`src/include/hmsc_pkg.sv`:
```
package hmsc_pkg;
  localparam int unsigned NUM_IRQ = 8;
  localparam int unsigned PORT_W = 8;
  localparam int unsigned CLK_PERIOD_NS = 10;
  // wake latency in cpu clocks
  localparam logic [3:0] WAKE_VEC_CLKS = 4'hC;
  localparam logic [3:0] WAKE_NEXT_CLKS = 4'h4;
  localparam logic [3:0] WAKE_VEC_MIN = 4'hB;
  localparam logic [3:0] WAKE_VEC_MAX = 4'hD;
  localparam logic [3:0] WAKE_NEXT_MIN = 4'h3;
  localparam logic [3:0] WAKE_NEXT_MAX = 4'h5;
  // option byte read stall, typical figure in us
  localparam int unsigned OPT_READ_US = 544;
  localparam int unsigned OPT_READ_MIN_US = 277;
  localparam int unsigned OPT_READ_MAX_US = 1075;
  localparam int unsigned OPT_READ_CYC = (OPT_READ_US * 1000) / CLK_PERIOD_NS;
  localparam int unsigned OPT_CNT_W = 16;

  typedef enum logic [1:0] {
    HMSC_RUN,
    HMSC_HALT,
    HMSC_WAKE,
    HMSC_OPTRD
  } hmsc_state_t;

  typedef struct packed {
    logic [NUM_IRQ-1:0] req;
    logic [NUM_IRQ-1:0] mask;
    logic global_interrupt_enable_flag;
  } hmsc_irq_t;

  typedef struct packed {
    logic tm16_en;
    logic tm8a_en;
    logic tm8b_pre_en;
    logic tm8b_rl_en;
    logic adc_en;
    logic serial_en;
    logic lvd_en;
    logic extint_en;
    logic poc_en;
    logic wdt_en;
  } hmsc_periph_en_t;
endpackage

```
`src/rtl/hmsc_halt_ctrl.sv`:
```
`timescale 1ns/10ps
module hmsc_halt_ctrl #(
  parameter int unsigned OPT_READ_CYCLES = hmsc_pkg::OPT_READ_CYC
) (
  input wire logic clk_i,
  input wire logic reset_n_i,
  input wire logic halt_exec_i,
  input wire hmsc_pkg::hmsc_irq_t irq_i,
  input wire logic opt_lsosc_stoppable_i,
  input wire logic low_speed_osc_stop_bit_i,
  input wire logic wdt_sel_lsosc_i,
  input wire logic [hmsc_pkg::PORT_W-1:0] port_latch_i,
  output logic cpu_clk_en_o,
  output logic halted_o,
  output logic wake_vector_o,
  output logic wake_next_o,
  output logic reset_vector_o,
  output logic lsosc_run_o,
  output logic wdt_cfg_err_o,
  output hmsc_pkg::hmsc_periph_en_t periph_en_o,
  output logic [hmsc_pkg::PORT_W-1:0] port_latch_o
);
  import hmsc_pkg::*;

  function automatic logic unmasked_pending(input hmsc_irq_t irq);
    unmasked_pending = |(irq.req & ~irq.mask);
  endfunction

  hmsc_state_t state_q, state_d;
  logic vec_q, vec_d;
  logic [OPT_CNT_W-1:0] opt_cnt_q, opt_cnt_d;
  logic wake_start;
  logic wake_done;
  logic pend;
  logic lsosc_run;
  logic lsosc_run_q;
  logic wv_q, wv_d, wn_q, wn_d, rv_q, rv_d;

  ////////////////////////////////////////////////////////////////
  assign pend = unmasked_pending(irq_i);
  // option byte overrides the software stop bit
  assign lsosc_run = !(opt_lsosc_stoppable_i && low_speed_osc_stop_bit_i);

  always_comb begin
    state_d = state_q;
    vec_d = vec_q;
    opt_cnt_d = opt_cnt_q;
    wake_start = 1'b0;
    wv_d = 1'b0;
    wn_d = 1'b0;
    rv_d = 1'b0;
    case (state_q)
      HMSC_OPTRD: begin
        if (opt_cnt_q == OPT_CNT_W'(OPT_READ_CYCLES - 1)) begin
          state_d = HMSC_RUN;
          rv_d = 1'b1;
        end else begin
          opt_cnt_d = opt_cnt_q + 1'b1;
        end
      end
      HMSC_RUN: begin
        if (halt_exec_i) begin
          if (pend) begin
            state_d = HMSC_RUN;
            wv_d = irq_i.global_interrupt_enable_flag;
            wn_d = !irq_i.global_interrupt_enable_flag;
          end else begin
            state_d = HMSC_HALT;
          end
        end
      end
      HMSC_HALT: begin
        if (pend) begin
          state_d = HMSC_WAKE;
          vec_d = irq_i.global_interrupt_enable_flag;
          wake_start = 1'b1;
        end
      end
      HMSC_WAKE: begin
        if (wake_done) begin
          state_d = HMSC_RUN;
          wv_d = vec_q;
          wn_d = !vec_q;
        end
      end
      default: state_d = HMSC_RUN;
    endcase
  end

  // async reset forces option read, which also ends any halt
  always_ff @(posedge clk_i or negedge reset_n_i) begin
    if (!reset_n_i) begin
      state_q <= HMSC_OPTRD;
      vec_q <= 1'b0;
      opt_cnt_q <= '0;
      wv_q <= 1'b0;
      wn_q <= 1'b0;
      rv_q <= 1'b0;
      lsosc_run_q <= 1'b1;
    end else begin
      state_q <= state_d;
      vec_q <= vec_d;
      opt_cnt_q <= opt_cnt_d;
      wv_q <= wv_d;
      wn_q <= wn_d;
      rv_q <= rv_d;
      lsosc_run_q <= lsosc_run;
    end
  end

  hmsc_wake_timer u_wake (
    .clk_i(clk_i),
    .reset_n_i(reset_n_i),
    .start_i(wake_start),
    .len_i(irq_i.global_interrupt_enable_flag ? WAKE_VEC_CLKS : WAKE_NEXT_CLKS),
    .done_o(wake_done)
  );

  ////////////////////////////////////////////////////////////////
  // state outside this block is untouched; cpu clock stops, and the watchdog too unless it runs on an unstoppable oscillator
  assign cpu_clk_en_o = (state_q == HMSC_RUN);
  assign halted_o = (state_q == HMSC_HALT) || (state_q == HMSC_WAKE);
  assign wake_vector_o = wv_q;
  assign wake_next_o = wn_q;
  assign reset_vector_o = rv_q;
  assign lsosc_run_o = lsosc_run_q;
  // system clock as watchdog source is illegal when unstoppable
  assign wdt_cfg_err_o = !opt_lsosc_stoppable_i && !wdt_sel_lsosc_i;

  always_comb begin
    periph_en_o.tm16_en = 1'b1;
    periph_en_o.tm8a_en = 1'b1;
    periph_en_o.tm8b_pre_en = 1'b1;
    periph_en_o.adc_en = 1'b1;
    periph_en_o.serial_en = 1'b1;
    periph_en_o.lvd_en = 1'b1;
    periph_en_o.extint_en = 1'b1;
    periph_en_o.poc_en = 1'b1;
    periph_en_o.tm8b_rl_en = lsosc_run_q;
    // in halt the watchdog runs only on an unstoppable oscillator
    periph_en_o.wdt_en = halted_o ? (!opt_lsosc_stoppable_i && wdt_sel_lsosc_i) : 1'b1;
  end

  hmsc_port_hold u_port (
    .clk_i(clk_i),
    .reset_n_i(reset_n_i),
    .hold_i(halted_o),
    .latch_i(port_latch_i),
    .latch_o(port_latch_o)
  );

  ////////////////////////////////////////////////////////////////
  // cycles spent in wake; still holds the full count on the edge after the pulse launches
  logic [3:0] wcnt_q;
  always_ff @(posedge clk_i or negedge reset_n_i) begin
    if (!reset_n_i) begin
      wcnt_q <= 4'h0;
    end else if (state_q == HMSC_WAKE) begin
      wcnt_q <= wcnt_q + 4'h1;
    end else begin
      wcnt_q <= 4'h0;
    end
  end

  AST_ENTER: assert property (@(posedge clk_i) disable iff (!reset_n_i)
    state_q == HMSC_RUN && halt_exec_i && !pend |=> state_q == HMSC_HALT)
    else $error("halt not entered");
  AST_CANCEL: assert property (@(posedge clk_i) disable iff (!reset_n_i)
    state_q == HMSC_RUN && halt_exec_i && pend |=> state_q == HMSC_RUN && (wake_vector_o || wake_next_o))
    else $error("pending request did not cancel halt");
  AST_CLKGATE: assert property (@(posedge clk_i) disable iff (!reset_n_i)
    halted_o |-> !cpu_clk_en_o)
    else $error("cpu clock running while halted");
  AST_PORT: assert property (@(posedge clk_i) disable iff (!reset_n_i)
    halted_o && $past(halted_o) |-> $stable(port_latch_o))
    else $error("port latch changed while halted");
  AST_TM8B: assert property (@(posedge clk_i) disable iff (!reset_n_i)
    opt_lsosc_stoppable_i && low_speed_osc_stop_bit_i |=> !periph_en_o.tm8b_rl_en)
    else $error("low speed timer runs with oscillator stopped");
  AST_WDT: assert property (@(posedge clk_i) disable iff (!reset_n_i)
    halted_o && opt_lsosc_stoppable_i |-> !periph_en_o.wdt_en)
    else $error("watchdog runs in halt with stoppable oscillator");
  AST_HOLD: assert property (@(posedge clk_i) disable iff (!reset_n_i)
    state_q == HMSC_HALT && !pend |=> state_q == HMSC_HALT)
    else $error("halt left without unmasked request");
  AST_VEC_TIME: assert property (@(posedge clk_i) disable iff (!reset_n_i)
    $rose(wake_vector_o) && $past(state_q) == HMSC_WAKE |->
    wcnt_q >= WAKE_VEC_MIN && wcnt_q <= WAKE_VEC_MAX)
    else $error("vectored wake latency out of range");
  AST_NEXT_TIME: assert property (@(posedge clk_i) disable iff (!reset_n_i)
    $rose(wake_next_o) && $past(state_q) == HMSC_WAKE |->
    wcnt_q >= WAKE_NEXT_MIN && wcnt_q <= WAKE_NEXT_MAX)
    else $error("next instruction wake latency out of range");
  AST_POC: assert property (@(posedge clk_i) disable iff (!reset_n_i)
    periph_en_o.poc_en && periph_en_o.serial_en && periph_en_o.adc_en)
    else $error("always-on peripheral disabled");
  AST_OPT: assert property (@(posedge clk_i) disable iff (!reset_n_i)
    state_q == HMSC_OPTRD |-> !cpu_clk_en_o)
    else $error("cpu ran during option read");
  AST_WAKE: assert property (@(posedge clk_i) disable iff (!reset_n_i)
    state_q == HMSC_HALT && pend |=> state_q == HMSC_WAKE)
    else $error("unmasked request did not start wake");
  AST_LSOSC: assert property (@(posedge clk_i) disable iff (!reset_n_i)
    !opt_lsosc_stoppable_i |=> lsosc_run_o)
    else $error("low speed oscillator stopped while unstoppable");
  AST_WDT_ON: assert property (@(posedge clk_i) disable iff (!reset_n_i)
    halted_o && !opt_lsosc_stoppable_i && wdt_sel_lsosc_i |-> periph_en_o.wdt_en)
    else $error("watchdog stopped in halt on unstoppable oscillator");
  AST_TIMERS: assert property (@(posedge clk_i) disable iff (!reset_n_i)
    periph_en_o.tm16_en && periph_en_o.tm8a_en && periph_en_o.tm8b_pre_en &&
    periph_en_o.lvd_en && periph_en_o.extint_en)
    else $error("timer or wake source disabled");

  COV_HALT_VEC: cover property (@(posedge clk_i) disable iff (!reset_n_i) $rose(wake_vector_o));
  COV_HALT_NEXT: cover property (@(posedge clk_i) disable iff (!reset_n_i) $rose(wake_next_o));
  COV_CANCEL: cover property (@(posedge clk_i) disable iff (!reset_n_i)
    state_q == HMSC_RUN && halt_exec_i && pend);
  COV_RESET_VEC: cover property (@(posedge clk_i) disable iff (!reset_n_i) reset_vector_o);
  COV_MASKED_HOLD: cover property (@(posedge clk_i) disable iff (!reset_n_i)
    state_q == HMSC_HALT && (|irq_i.req) && !pend);
endmodule // hmsc_halt_ctrl

```
`src/rtl/hmsc_port_hold.sv`:
```
`timescale 1ns/10ps
module hmsc_port_hold (
  input wire logic clk_i,
  input wire logic reset_n_i,
  input wire logic hold_i,
  input wire logic [hmsc_pkg::PORT_W-1:0] latch_i,
  output logic [hmsc_pkg::PORT_W-1:0] latch_o
);
  import hmsc_pkg::*;
  logic [PORT_W-1:0] q, d;

  // freeze the latch value while held
  always_comb begin
    d = hold_i ? q : latch_i;
  end

  always_ff @(posedge clk_i or negedge reset_n_i) begin
    if (!reset_n_i) begin
      q <= '0;
    end else begin
      q <= d;
    end
  end

  assign latch_o = q;
endmodule // hmsc_port_hold

```
`src/rtl/hmsc_wake_timer.sv`:
```
`timescale 1ns/10ps
module hmsc_wake_timer (
  input wire logic clk_i,
  input wire logic reset_n_i,
  input wire logic start_i,
  input wire logic [3:0] len_i,
  output logic done_o
);
  logic [3:0] cnt_q, cnt_d;
  logic busy_q, busy_d;

  always_comb begin
    cnt_d = cnt_q;
    busy_d = busy_q;
    if (start_i) begin
      cnt_d = len_i - 4'h1;
      busy_d = 1'b1;
    end else if (busy_q) begin
      if (cnt_q == 4'h0) begin
        busy_d = 1'b0;
      end else begin
        cnt_d = cnt_q - 4'h1;
      end
    end
  end

  always_ff @(posedge clk_i or negedge reset_n_i) begin
    if (!reset_n_i) begin
      cnt_q <= 4'h0;
      busy_q <= 1'b0;
    end else begin
      cnt_q <= cnt_d;
      busy_q <= busy_d;
    end
  end

  assign done_o = busy_q && (cnt_q == 4'h0);
endmodule // hmsc_wake_timer

```
`config.mk`:
```
export PLATFORM = sky130hd
export DESIGN_NAME = hmsc_halt_ctrl
export DESIGN_NICKNAME = d
export VERILOG_FILES = /design/src/include/hmsc_pkg.sv /design/src/rtl/hmsc_halt_ctrl.sv /design/src/rtl/hmsc_port_hold.sv /design/src/rtl/hmsc_wake_timer.sv
export SDC_FILE = /design/constraint.sdc
export NUM_CORES = 1
export LEC_CHECK = 0
export BUFFER_PORTS_ARGS = -buffer_cell sky130_fd_sc_hd__buf_2
export CAP_MARGIN = 5
export CORE_MARGIN = 3
export CORE_UTILIZATION = 45
export CTS_CLUSTER_SIZE = 24
export DETAILED_ROUTE_END_ITERATION = 10
export PLACE_DENSITY = 0.76
export RECOVER_POWER = 25
export REMOVE_ABC_BUFFERS = 1
export SYNTH_ARGS = -nofsm -noshare
export SYNTH_HDL_FRONTEND = slang
export SYNTH_HIERARCHICAL = 1
export SYNTH_SLANG_ARGS = --single-unit
export TNS_END_PERCENT = 20
```
`constraint.sdc`:
```
create_clock -name clk_i -period 3.5 [get_ports clk_i]
set_input_delay 0.35 -clock clk_i [delete_from_list [all_inputs] [get_ports clk_i]]
set_output_delay 0.35 -clock clk_i [all_outputs]
set_load 0.02 [all_outputs]
```
-- Yosys cells after proc, flatten, opt, wreduce, memory -nomap -nowiden
Cells that the tools add are included.
- output and inout port bits: 25
- register bits after elaboration: 36
- bits of input ports: 31
- equal/unequal tests: 9
- reductions and logical operators: 18
- $add $sub $neg: 3
- muxes and demuxes: 26
- bitwise operators: 3
- operators with widths (cell ; number):
    $add 16x1->16 const B ; 1
    $eq 16x16->1 const B ; 1
    $mux 4 ; 4
    $mux 1 ; 15
    $and 8x8->8 ; 1
    $mux 2 ; 4
    $not 8->8 ; 1
    $pmux 2 s4 ; 1
    $reduce_or 8->1 ; 1
    $sub 4x1->4 const B ; 2
    $ne 2x2->1 const B ; 3
    $reduce_and 2->1 ; 3
    $logic_not 1->1 ; 5
    $eq 2x2->1 const B ; 2
    $logic_and 1x1->1 ; 4
    $logic_not 4->1 ; 1
    $ne 2x1->1 const B ; 2
    $pmux 1 s2 ; 2
    $reduce_and 4->1 ; 1
    $eq 2x1->1 const B ; 1
    $logic_not 2->1 ; 1
    $reduce_bool 2->1 ; 1
    $logic_or 1x1->1 ; 1
    $not 1->1 ; 1

-- Depth between registers and ports, before layout
Gate-level depths: netlist (run 1).
- depth after elaboration: 7
- mapped depth: 10
- mapped depth without buffers: 9

-- Modules after synthesis
The synthesis (run 1) kept the hierarchy.
- modules (own cells, without submodules) (module ; seq. area each (um^2) ; times used ; cells each ; area each (um^2)):
    hmsc_halt_ctrl ; 579.3 ; 1 ; 126 ; 1276.2
    hmsc_port_hold ; 200.2 ; 1 ; 17 ; 331.6
    hmsc_wake_timer ; 125.1 ; 1 ; 31 ; 301.5

-- Least setup slack after synthesis (run 1)
Ideal clock, no wire load.
- kind: input to register
- from: input irq_i[9] (netlist name)
- to: register u_wake.cnt_q[2]
- library setup time: 0.068 ns
- slack: 1.439 ns
- arrival time: 1.993 ns
- stages: 10
- cells stage by stage: inv_1 -> o22ai_1 -> or4_1 -> and2_1 -> buf_2 -> mux2i_1 -> ha_1 -> xor2_1 -> nand2_1 -> nand3_1
- cells in the longest elaborated chain, start to end: 6
- elaborated cells on any way between the ends: 8
- classes of those cells: eq/ne (1); mux (3); bitwise (1); reduce/logical (3)
- RTL lines (what ; RTL line ; text):
    start, declared ; hmsc_halt_ctrl.sv:8 ; input wire hmsc_pkg::hmsc_irq_t irq_i,
    $and 8x8->8 * ; hmsc_halt_ctrl.sv:26 ; unmasked_pending = |(irq.req & ~irq.mask);
    $reduce_or 8->1 * ; hmsc_halt_ctrl.sv:26 ;
    $mux 1 * ; hmsc_halt_ctrl.sv:73 ; if (pend) begin
    $mux 1 * ; hmsc_halt_ctrl.sv:52 ; case (state_q)
    named net wake_start ; hmsc_halt_ctrl.sv:32 ; logic wake_start;
    $ne 2x1->1 (no line) / $reduce_bool 2->1 (equally long branches) ; n/a ;
    $reduce_and 2->1 (no line) ; n/a ;
    end signal, assigned ; hmsc_wake_timer.sv:32 ; cnt_q <= cnt_d;
    end, declared ; hmsc_wake_timer.sv:9 ; logic [3:0] cnt_q, cnt_d;
The timed path passes the listed nets; every way through them passes the cells marked *.
A chain may end at the register's enable or synchronous reset.

==> flow_metrics.py, run 1 <==
metrics = {
    "power": {
        "switching_share_pct": 36.61,
        "p_leak_nw": 1.109,
        "power.density_mw_per_mm2": 676.8,
        "power.internal_mw": 0.9711,
        "finalPower_mw": 1.532,
        "p_switching_mw": 0.5608,
        "power_frac_seq_pct": 40.6,
        "peakVddDrop_mv": 0.4499,
        "p_comb_share_pct": 39.3,
        "clkPwrFrac_pct": 20.1,
    },
    "detailed_routing": {
        "vias": 1349,
        "viasPerCell": 4.801,
        "drc_errors": 0,
        "drtIter0Drc": 50,
        "wl_um": 3272,
        "wl_per_cell_um": 11.64,
        "dr.pass1.iters": 4,
        "postRouteAntennaNets": 0,
    },
    "setup_path": {
        "slowest_stage": "ha_1",
        "r2r_setup_slack_ps": 1260,
        "cp-end-kind": "primary output",
        "required_ps": 3150,
        "crit_path_max_fanout": 10,
        "worstSetupPathType": "reg2out",
        "regToRegStartpoint": "opt_cnt_q[0]",
        "startpoint_type": "flip-flop",
        "worstPathCellList": "inv_1 -> ha_1 -> o21ai_0 -> buf_2",
        "r2r_end": "state_q[0]",
        "crit_arrival_ps": 1900,
        "r2r.worst_path.cells": 6,
        "cpPeakStageDelay_ps": 610,
    },
    "layout": {
        "drive_gt1_share_pct": 30.30,
        "layout_common_cells": "buf_2 (45), dfrtp_1 (33), inv_1 (21)",
        "fin_nets": 267,
        "fin_util_pct": 55.78,
        "syn_to_final_growth_pct": 18.55,
        "num_antenna_cells": 0,
        "mostFrequentLayoutCell": "buf_2",
    },
    "grt": {
        "grt.overflow.total": 0,
        "grt_pass1_vias": 1240,
        "met1_usage_pct": 18.45,
        "antenna_found_initial": 0,
        "gr-usage-met2_pct": 20.70,
        "busiest_layer": "met2",
        "met3_usage_pct": 4.972,
        "grt_max_degree": 37,
        "grtUsageTotal_pct": 13.80,
        "grt_pass1_wl_um": 5485,
    },
    "run": {
        "cap_violations": 1,
    },
    "clock_tree": {
        "clock_sinks": 36,
        "cts_resized": 0,
        "htree_levels": 2,
        "clkTransAtPathRegs_ps": 70,
        "clkLatencyLatePin_ps": 290,
        "cts_root_buffer": "clkbuf_8",
        "clockBufferDepth": 2,
        "cts_buffers": 5,
        "post_cts_buffers": 0,
        "tritoncts": "built",
        "hold_buffers": 0,
    },
    "logic_synthesis": {
        "async_flop_share_pct": 100.0,
        "synthAdderAreaFrac_pct": 3.932,
        "yosysTopAreaCellShare_pct": 43.25,
        "synth_area_per_cell_um2": 10.97,
        "syn-instance-count": 174,
        "synth_edf_count": 0,
        "ys_seq_elements": 36,
        "synth_area_leader_cell": "dfrtp_1",
        "yosys-top-cells-area": "dfrtp_1 (43%), mux2_4 (6.3%), xnor2_1 (5.0%)",
        "yosysSeqAreaShare_pct": 47.38,
        "synthMuxAreaShare_pct": 9.043,
        "synth_xor_area_share_pct": 7.798,
        "synthSimpleGateAreaFrac_pct": 15.73,
        "ys_types": 42,
        "synth_top_family_by_area": "simple AND/OR/NAND/NOR gates",
        "yosys_warnings": 6,
        "ys.flop_type": "dfrtp_1",
        "synth_area_mm2": 0.001909,
        "synth_compound_area_share_pct": 7.208,
    },
    "timing": {
        "hold_violations": 0,
        "fin_skew_ps": 3.696,
        "fin_crit_sh_pct": 64.31,
        "setup_viol": 0,
        "min_period_ps": 2251,
        "worst_slack_ps": 1249,
        "tightest_slew_ps": 1840,
        "clock.fmax_mhz": 444.3,
        "fin_tns_setup_ps": 0,
        "grt_setup_unrepaired": "no",
        "relSlewSlack_pct": -22.69,
        "slew_violations": 37,
    },
    "floorplanning": {
        "pin_count": 56,
        "die_w_um": 71.14,
        "core_area_mm2": 0.004058,
        "initial_core_util_pct": 47.06,
        "die_h_um": 71.14,
        "die_area_mm2": 0.005060,
        "rows": 23,
    },
    "worst_hold_path": {
        "hold_depth": 2,
        "hp-start": "low_speed_osc_stop_bit_i",
        "holdPathEnd": "lsosc_run_o",
        "hold_class": "in2reg",
    },
    "place": {
        "pre_cts_ws_ps": 1161,
        "dpl.hpwl_um": 2467,
        "numPortBuffers": 47,
        "gp_congestion": 0.8391,
    },
    "status": {
        "status": "finished with violations",
        "violations": "capacitance limit, slew limit",
    },
}
[sequential cells by signal, indices dropped and copies added (netlist names)]
signal,flops
opt_cnt_q,16
u_port/latch_o,8
u_wake/cnt_q,4
state_q,2
lsosc_run_o,1
reset_vector_o,1
u_wake/busy_q,1
vec_q,1
wake_next_o,1
wake_vector_o,1
[how the worst max path moves through the flow]
| stage | endpoint | slack (ps) | start | cells after the start |
|---|---|---|---|---|
| 6_report | periph_en_o[0] | 1250 | state_q[0] | 4 |
| 3_5_place_dp | u_wake/cnt_q[2] | 1160 | irq_i[15] | 10 |
| 5_1_grt | state_q[0] | 1100 | opt_cnt_q[0] | 6 |
| 3_3_place_gp | u_wake/cnt_q[2] | 1260 | irq_i[11] | 10 |
| 2_1_floorplan | u_wake/cnt_q[2] | 1450 | irq_i[9] | 9 |
| 4_1_cts | periph_en_o[0] | 1230 | state_q[0] | 4 |
[power by group through the flow]
stage                     clock network, mW  registers [mW]  logic (mW)
after detailed placement                  0           0.626       0.606
final                                 0.308           0.622       0.602
after floorplan                           0           0.678       0.384
after CTS                             0.319           0.622       0.609
after global routing                  0.336           0.640       0.651
after global placement                    0           0.625       0.589
[area by class of cell]
| cell class | count | area, um2 |
|---|---|---|
| inverter | 21 | 78.83 |
| fill | 339 | 1794 |
| tap | 50 | 62.56 |
| sequential | 36 | 904.6 |
| timing repair buffer | 47 | 232.7 |
| multi-input combinational | 119 | 890.9 |
| clock inverter | 1 | 7.507 |
| clock buffer | 7 | 86.33 |
[critical path, delay by kind of cell (launching register included)]
kind                     cells  cell delay [ps]
buffers and inverters        2              260
flip-flops                   1              580
AO/OA/AOI/OAI                1              150
adder cells (fa/ha/maj)      1              610
[cells by family (layout without fill, tap and decap cells)]
group | count (synthesis) | count (layout)
AO/OA/AOI/OAI | 16 | 16
XOR/XNOR | 17 | 17
adder cells (fa/ha/maj) | 6 | 6
buffers and inverters | 32 | 76
flip-flops | 36 | 36
multiplexers | 13 | 13
other | 2 | 15
AND/OR/NAND/NOR | 52 | 52
[synthesized netlist by cell type (3+ instances only)]
master	count
nand3_1	8
buf_4	9
nand2_1	9
mux2i_1	3
o22ai_1	5
mux2_4	8
inv_1	21
ha_1	6
nor3_1	4
nor2_1	10
dfstp_2	3
dfrtp_1	33
xor2_1	6
xnor2_1	11
[stage by stage]
step | hold WS (ps) | instances | instance area [um2]
floorplan | 54.41 | 176 | 1874
CTS | 163.1 | 281 | 2266
detailed placement | 475.7 | 273 | 2172
finish | 174.6 | 281 | 2263
global placement | 471.4 | 273 | 2172
global route | 181.6 | 281 | 2263
[layer usage]
metal | share of wire (%) | vias to the layer above | wire, um
met2 | 46 | 46 | 1489
met1 | 46 | 620 | 1511
li1 | - | 677 | -
met5 | 0 | - | 0
met4 | 1.5 | 0 | 49
met3 | 6.8 | 6 | 222
(Power assumes the default switching activity.)
==> inputs of run 2 (changes only) <==
==> constraint.sdc (replaced) <==
create_clock -name clk_i -period 2.3 [get_ports clk_i]
set_input_delay 0.23 -clock clk_i [delete_from_list [all_inputs] [get_ports clk_i]]
set_output_delay 0.23 -clock clk_i [all_outputs]
set_load 0.02 [all_outputs]
==> run 2 against run 1 <==
  * The flow still finishes with violations (capacitance limit, slew limit)
  * Non-clock buffer count increased by 2
  * Combinational power grew 51%
  * First-iteration DRC count grew 10%
  * Power rose by 57%
  * Critical endpoint unchanged
==> flow_metrics.py, run 2 (synthesized netlist as in run 1, its figures left out) <==
metrics = {
    "place": {
        "dpl.hpwl_um": 2462,
        "gp_congestion": 0.8199,
        "numPortBuffers": 47,
        "place_area_mm2": 0.002187,
        "pre_cts_ws_ps": 191.4,
    },
    "layout": {
        "regMostFlops": "opt_cnt_q",
        "fin_nets": 269,
        "largest_register_ffs": 16,
        "mostFrequentLayoutCell": "buf_2",
        "syn_to_final_growth_pct": 20.25,
        "fin_area_mm2": 0.002296,
        "layout_common_cells": "buf_2 (45), dfrtp_1 (33), inv_1 (21)",
        "num_antenna_cells": 0,
        "drive_gt1_share_pct": 31.33,
    },
    "grt": {
        "grtUsageTotal_pct": 13.25,
        "antenna_found_initial": 0,
        "grt_pass1_vias": 1309,
        "grt.overflow.total": 0,
        "grt_max_degree": 37,
        "grt_pass1_wl_um": 5368,
    },
    "setup_path": {
        "regToRegStartpoint": "u_wake/cnt_q[2]",
        "r2r_setup_slack_ps": 350,
        "r2r.worst_path.cells": 5,
        "required_ps": 2070,
        "crit_arrival_ps": 1890,
        "worstSetupPathType": "reg2out",
        "cp-end-kind": "primary output",
        "crit_path_max_fanout": 10,
        "startpoint_type": "flip-flop",
        "r2r_end": "state_q[0]",
    },
    "worst_hold_path": {
        "hold_depth": 2,
        "hp-start": "low_speed_osc_stop_bit_i",
        "holdPathEnd": "lsosc_run_o",
        "hold_class": "in2reg",
    },
    "timing": {
        "slew_violations": 37,
        "tightest_slew_ps": 1834,
        "fin_tns_setup_ps": 0,
        "fin_crit_sh_pct": 92.02,
        "hold_violations": 0,
        "worst_hold_slack_ps": 59.23,
        "worst_slack_ps": 183.4,
        "fin_skew_ps": 4.716,
        "setup_viol": 0,
        "relSlewSlack_pct": -22.25,
        "grt_setup_unrepaired": "no",
        "min_period_ps": 2117,
        "clock.fmax_mhz": 472.5,
    },
    "clock_tree": {
        "clkTransAtPathRegs_ps": 70,
        "cts_resized": 0,
        "hold_buffers": 0,
        "post_cts_buffers": 0,
        "clockBufferDepth": 2,
        "clock_sinks": 36,
        "cts_root_buffer": "clkbuf_8",
        "htree_levels": 2,
        "clkLatencyLatePin_ps": 280,
        "cts_buffers": 5,
        "tritoncts": "built",
    },
    "detailed_routing": {
        "drc_errors": 0,
        "wl_um": 3126,
        "drtIter0Drc": 55,
        "viasPerCell": 4.731,
        "vias": 1339,
        "dr.pass1.iters": 4,
        "wl_per_cell_um": 11.05,
        "postRouteAntennaNets": 0,
    },
    "floorplanning": {
        "die_h_um": 71.14,
        "die_w_um": 71.14,
        "initial_core_util_pct": 47.06,
        "pin_count": 56,
        "rows": 23,
        "die_area_mm2": 0.005060,
        "core_area_mm2": 0.004058,
    },
    "run": {
        "cap_violations": 1,
    },
    "status": {
        "status": "finished with violations",
        "violations": "capacitance limit, slew limit",
    },
    "power": {
        "power.density_mw_per_mm2": 1045,
        "peakVddDrop_mv": 0.6434,
        "p_leak_nw": 1.128,
        "finalPower_mw": 2.399,
    },
}
run 2: changes by cell type in the layout (fill, tap and decap cells not counted), sizes merged:
cell,change
clkinv,+1
buf,+2
clkbuf,-2
bufinv,+1
run 2: metal layers:
layer / up-vias / part of all wire (%) / wire (um) / GRT usage, %
met5: - / 0 / 0 / 0
met1: 606 / 46 / 1445 / 16.97
met4: 0 / 1.3 / 42 / 5.010
met2: 52 / 45 / 1405 / 21.11
met3: 5 / 7.4 / 232 / 4.119
li1: 676 / - / - / -
run 2: layout make-up:
class,count,area (um2)
Clock inverter,3,42.54
Tap cell,50,62.56
Multi-Input combinational cell,119,890.9
Timing Repair Buffer,49,247.7
Sequential cell,36,904.6
Inverter,21,78.83
Fill cell,329,1762
Clock buffer,5,68.82
run 2: report_power, final:
group | internal, mW | switching, mW | total [mW]
sequential | 0.813 | 0.134 | 0.947
clock | 0.320 | 0.222 | 0.542
combinational | 0.426 | 0.484 | 0.910
run 2: stage by stage:
step | instances | util (%)
2_1_floorplan | 176 | -
3_5_place_dp | 275 | 53.90
3_3_place_gp | 275 | 53.90
6_report | 283 | 56.58
4_1_cts | 283 | 56.65
5_1_grt | 283 | 56.58
run 2: worst max path at each step:
stage            startpoint         endpoint
2_1_floorplan  opt_cnt_q[0]       state_q[0]
3_3_place_gp      irq_i[11]  u_wake/cnt_q[2]
3_5_place_dp       irq_i[9]  u_wake/cnt_q[2]
4_1_cts          state_q[0]   periph_en_o[0]
5_1_grt          state_q[0]   periph_en_o[0]
6_report         state_q[0]   periph_en_o[0]
run 2: worst max-delay path: stages, from the launching register on:
cell and delay (ps):
dfstp_2 580, inv_1 70, ha_1 600, o21ai_0 160, buf_2 190
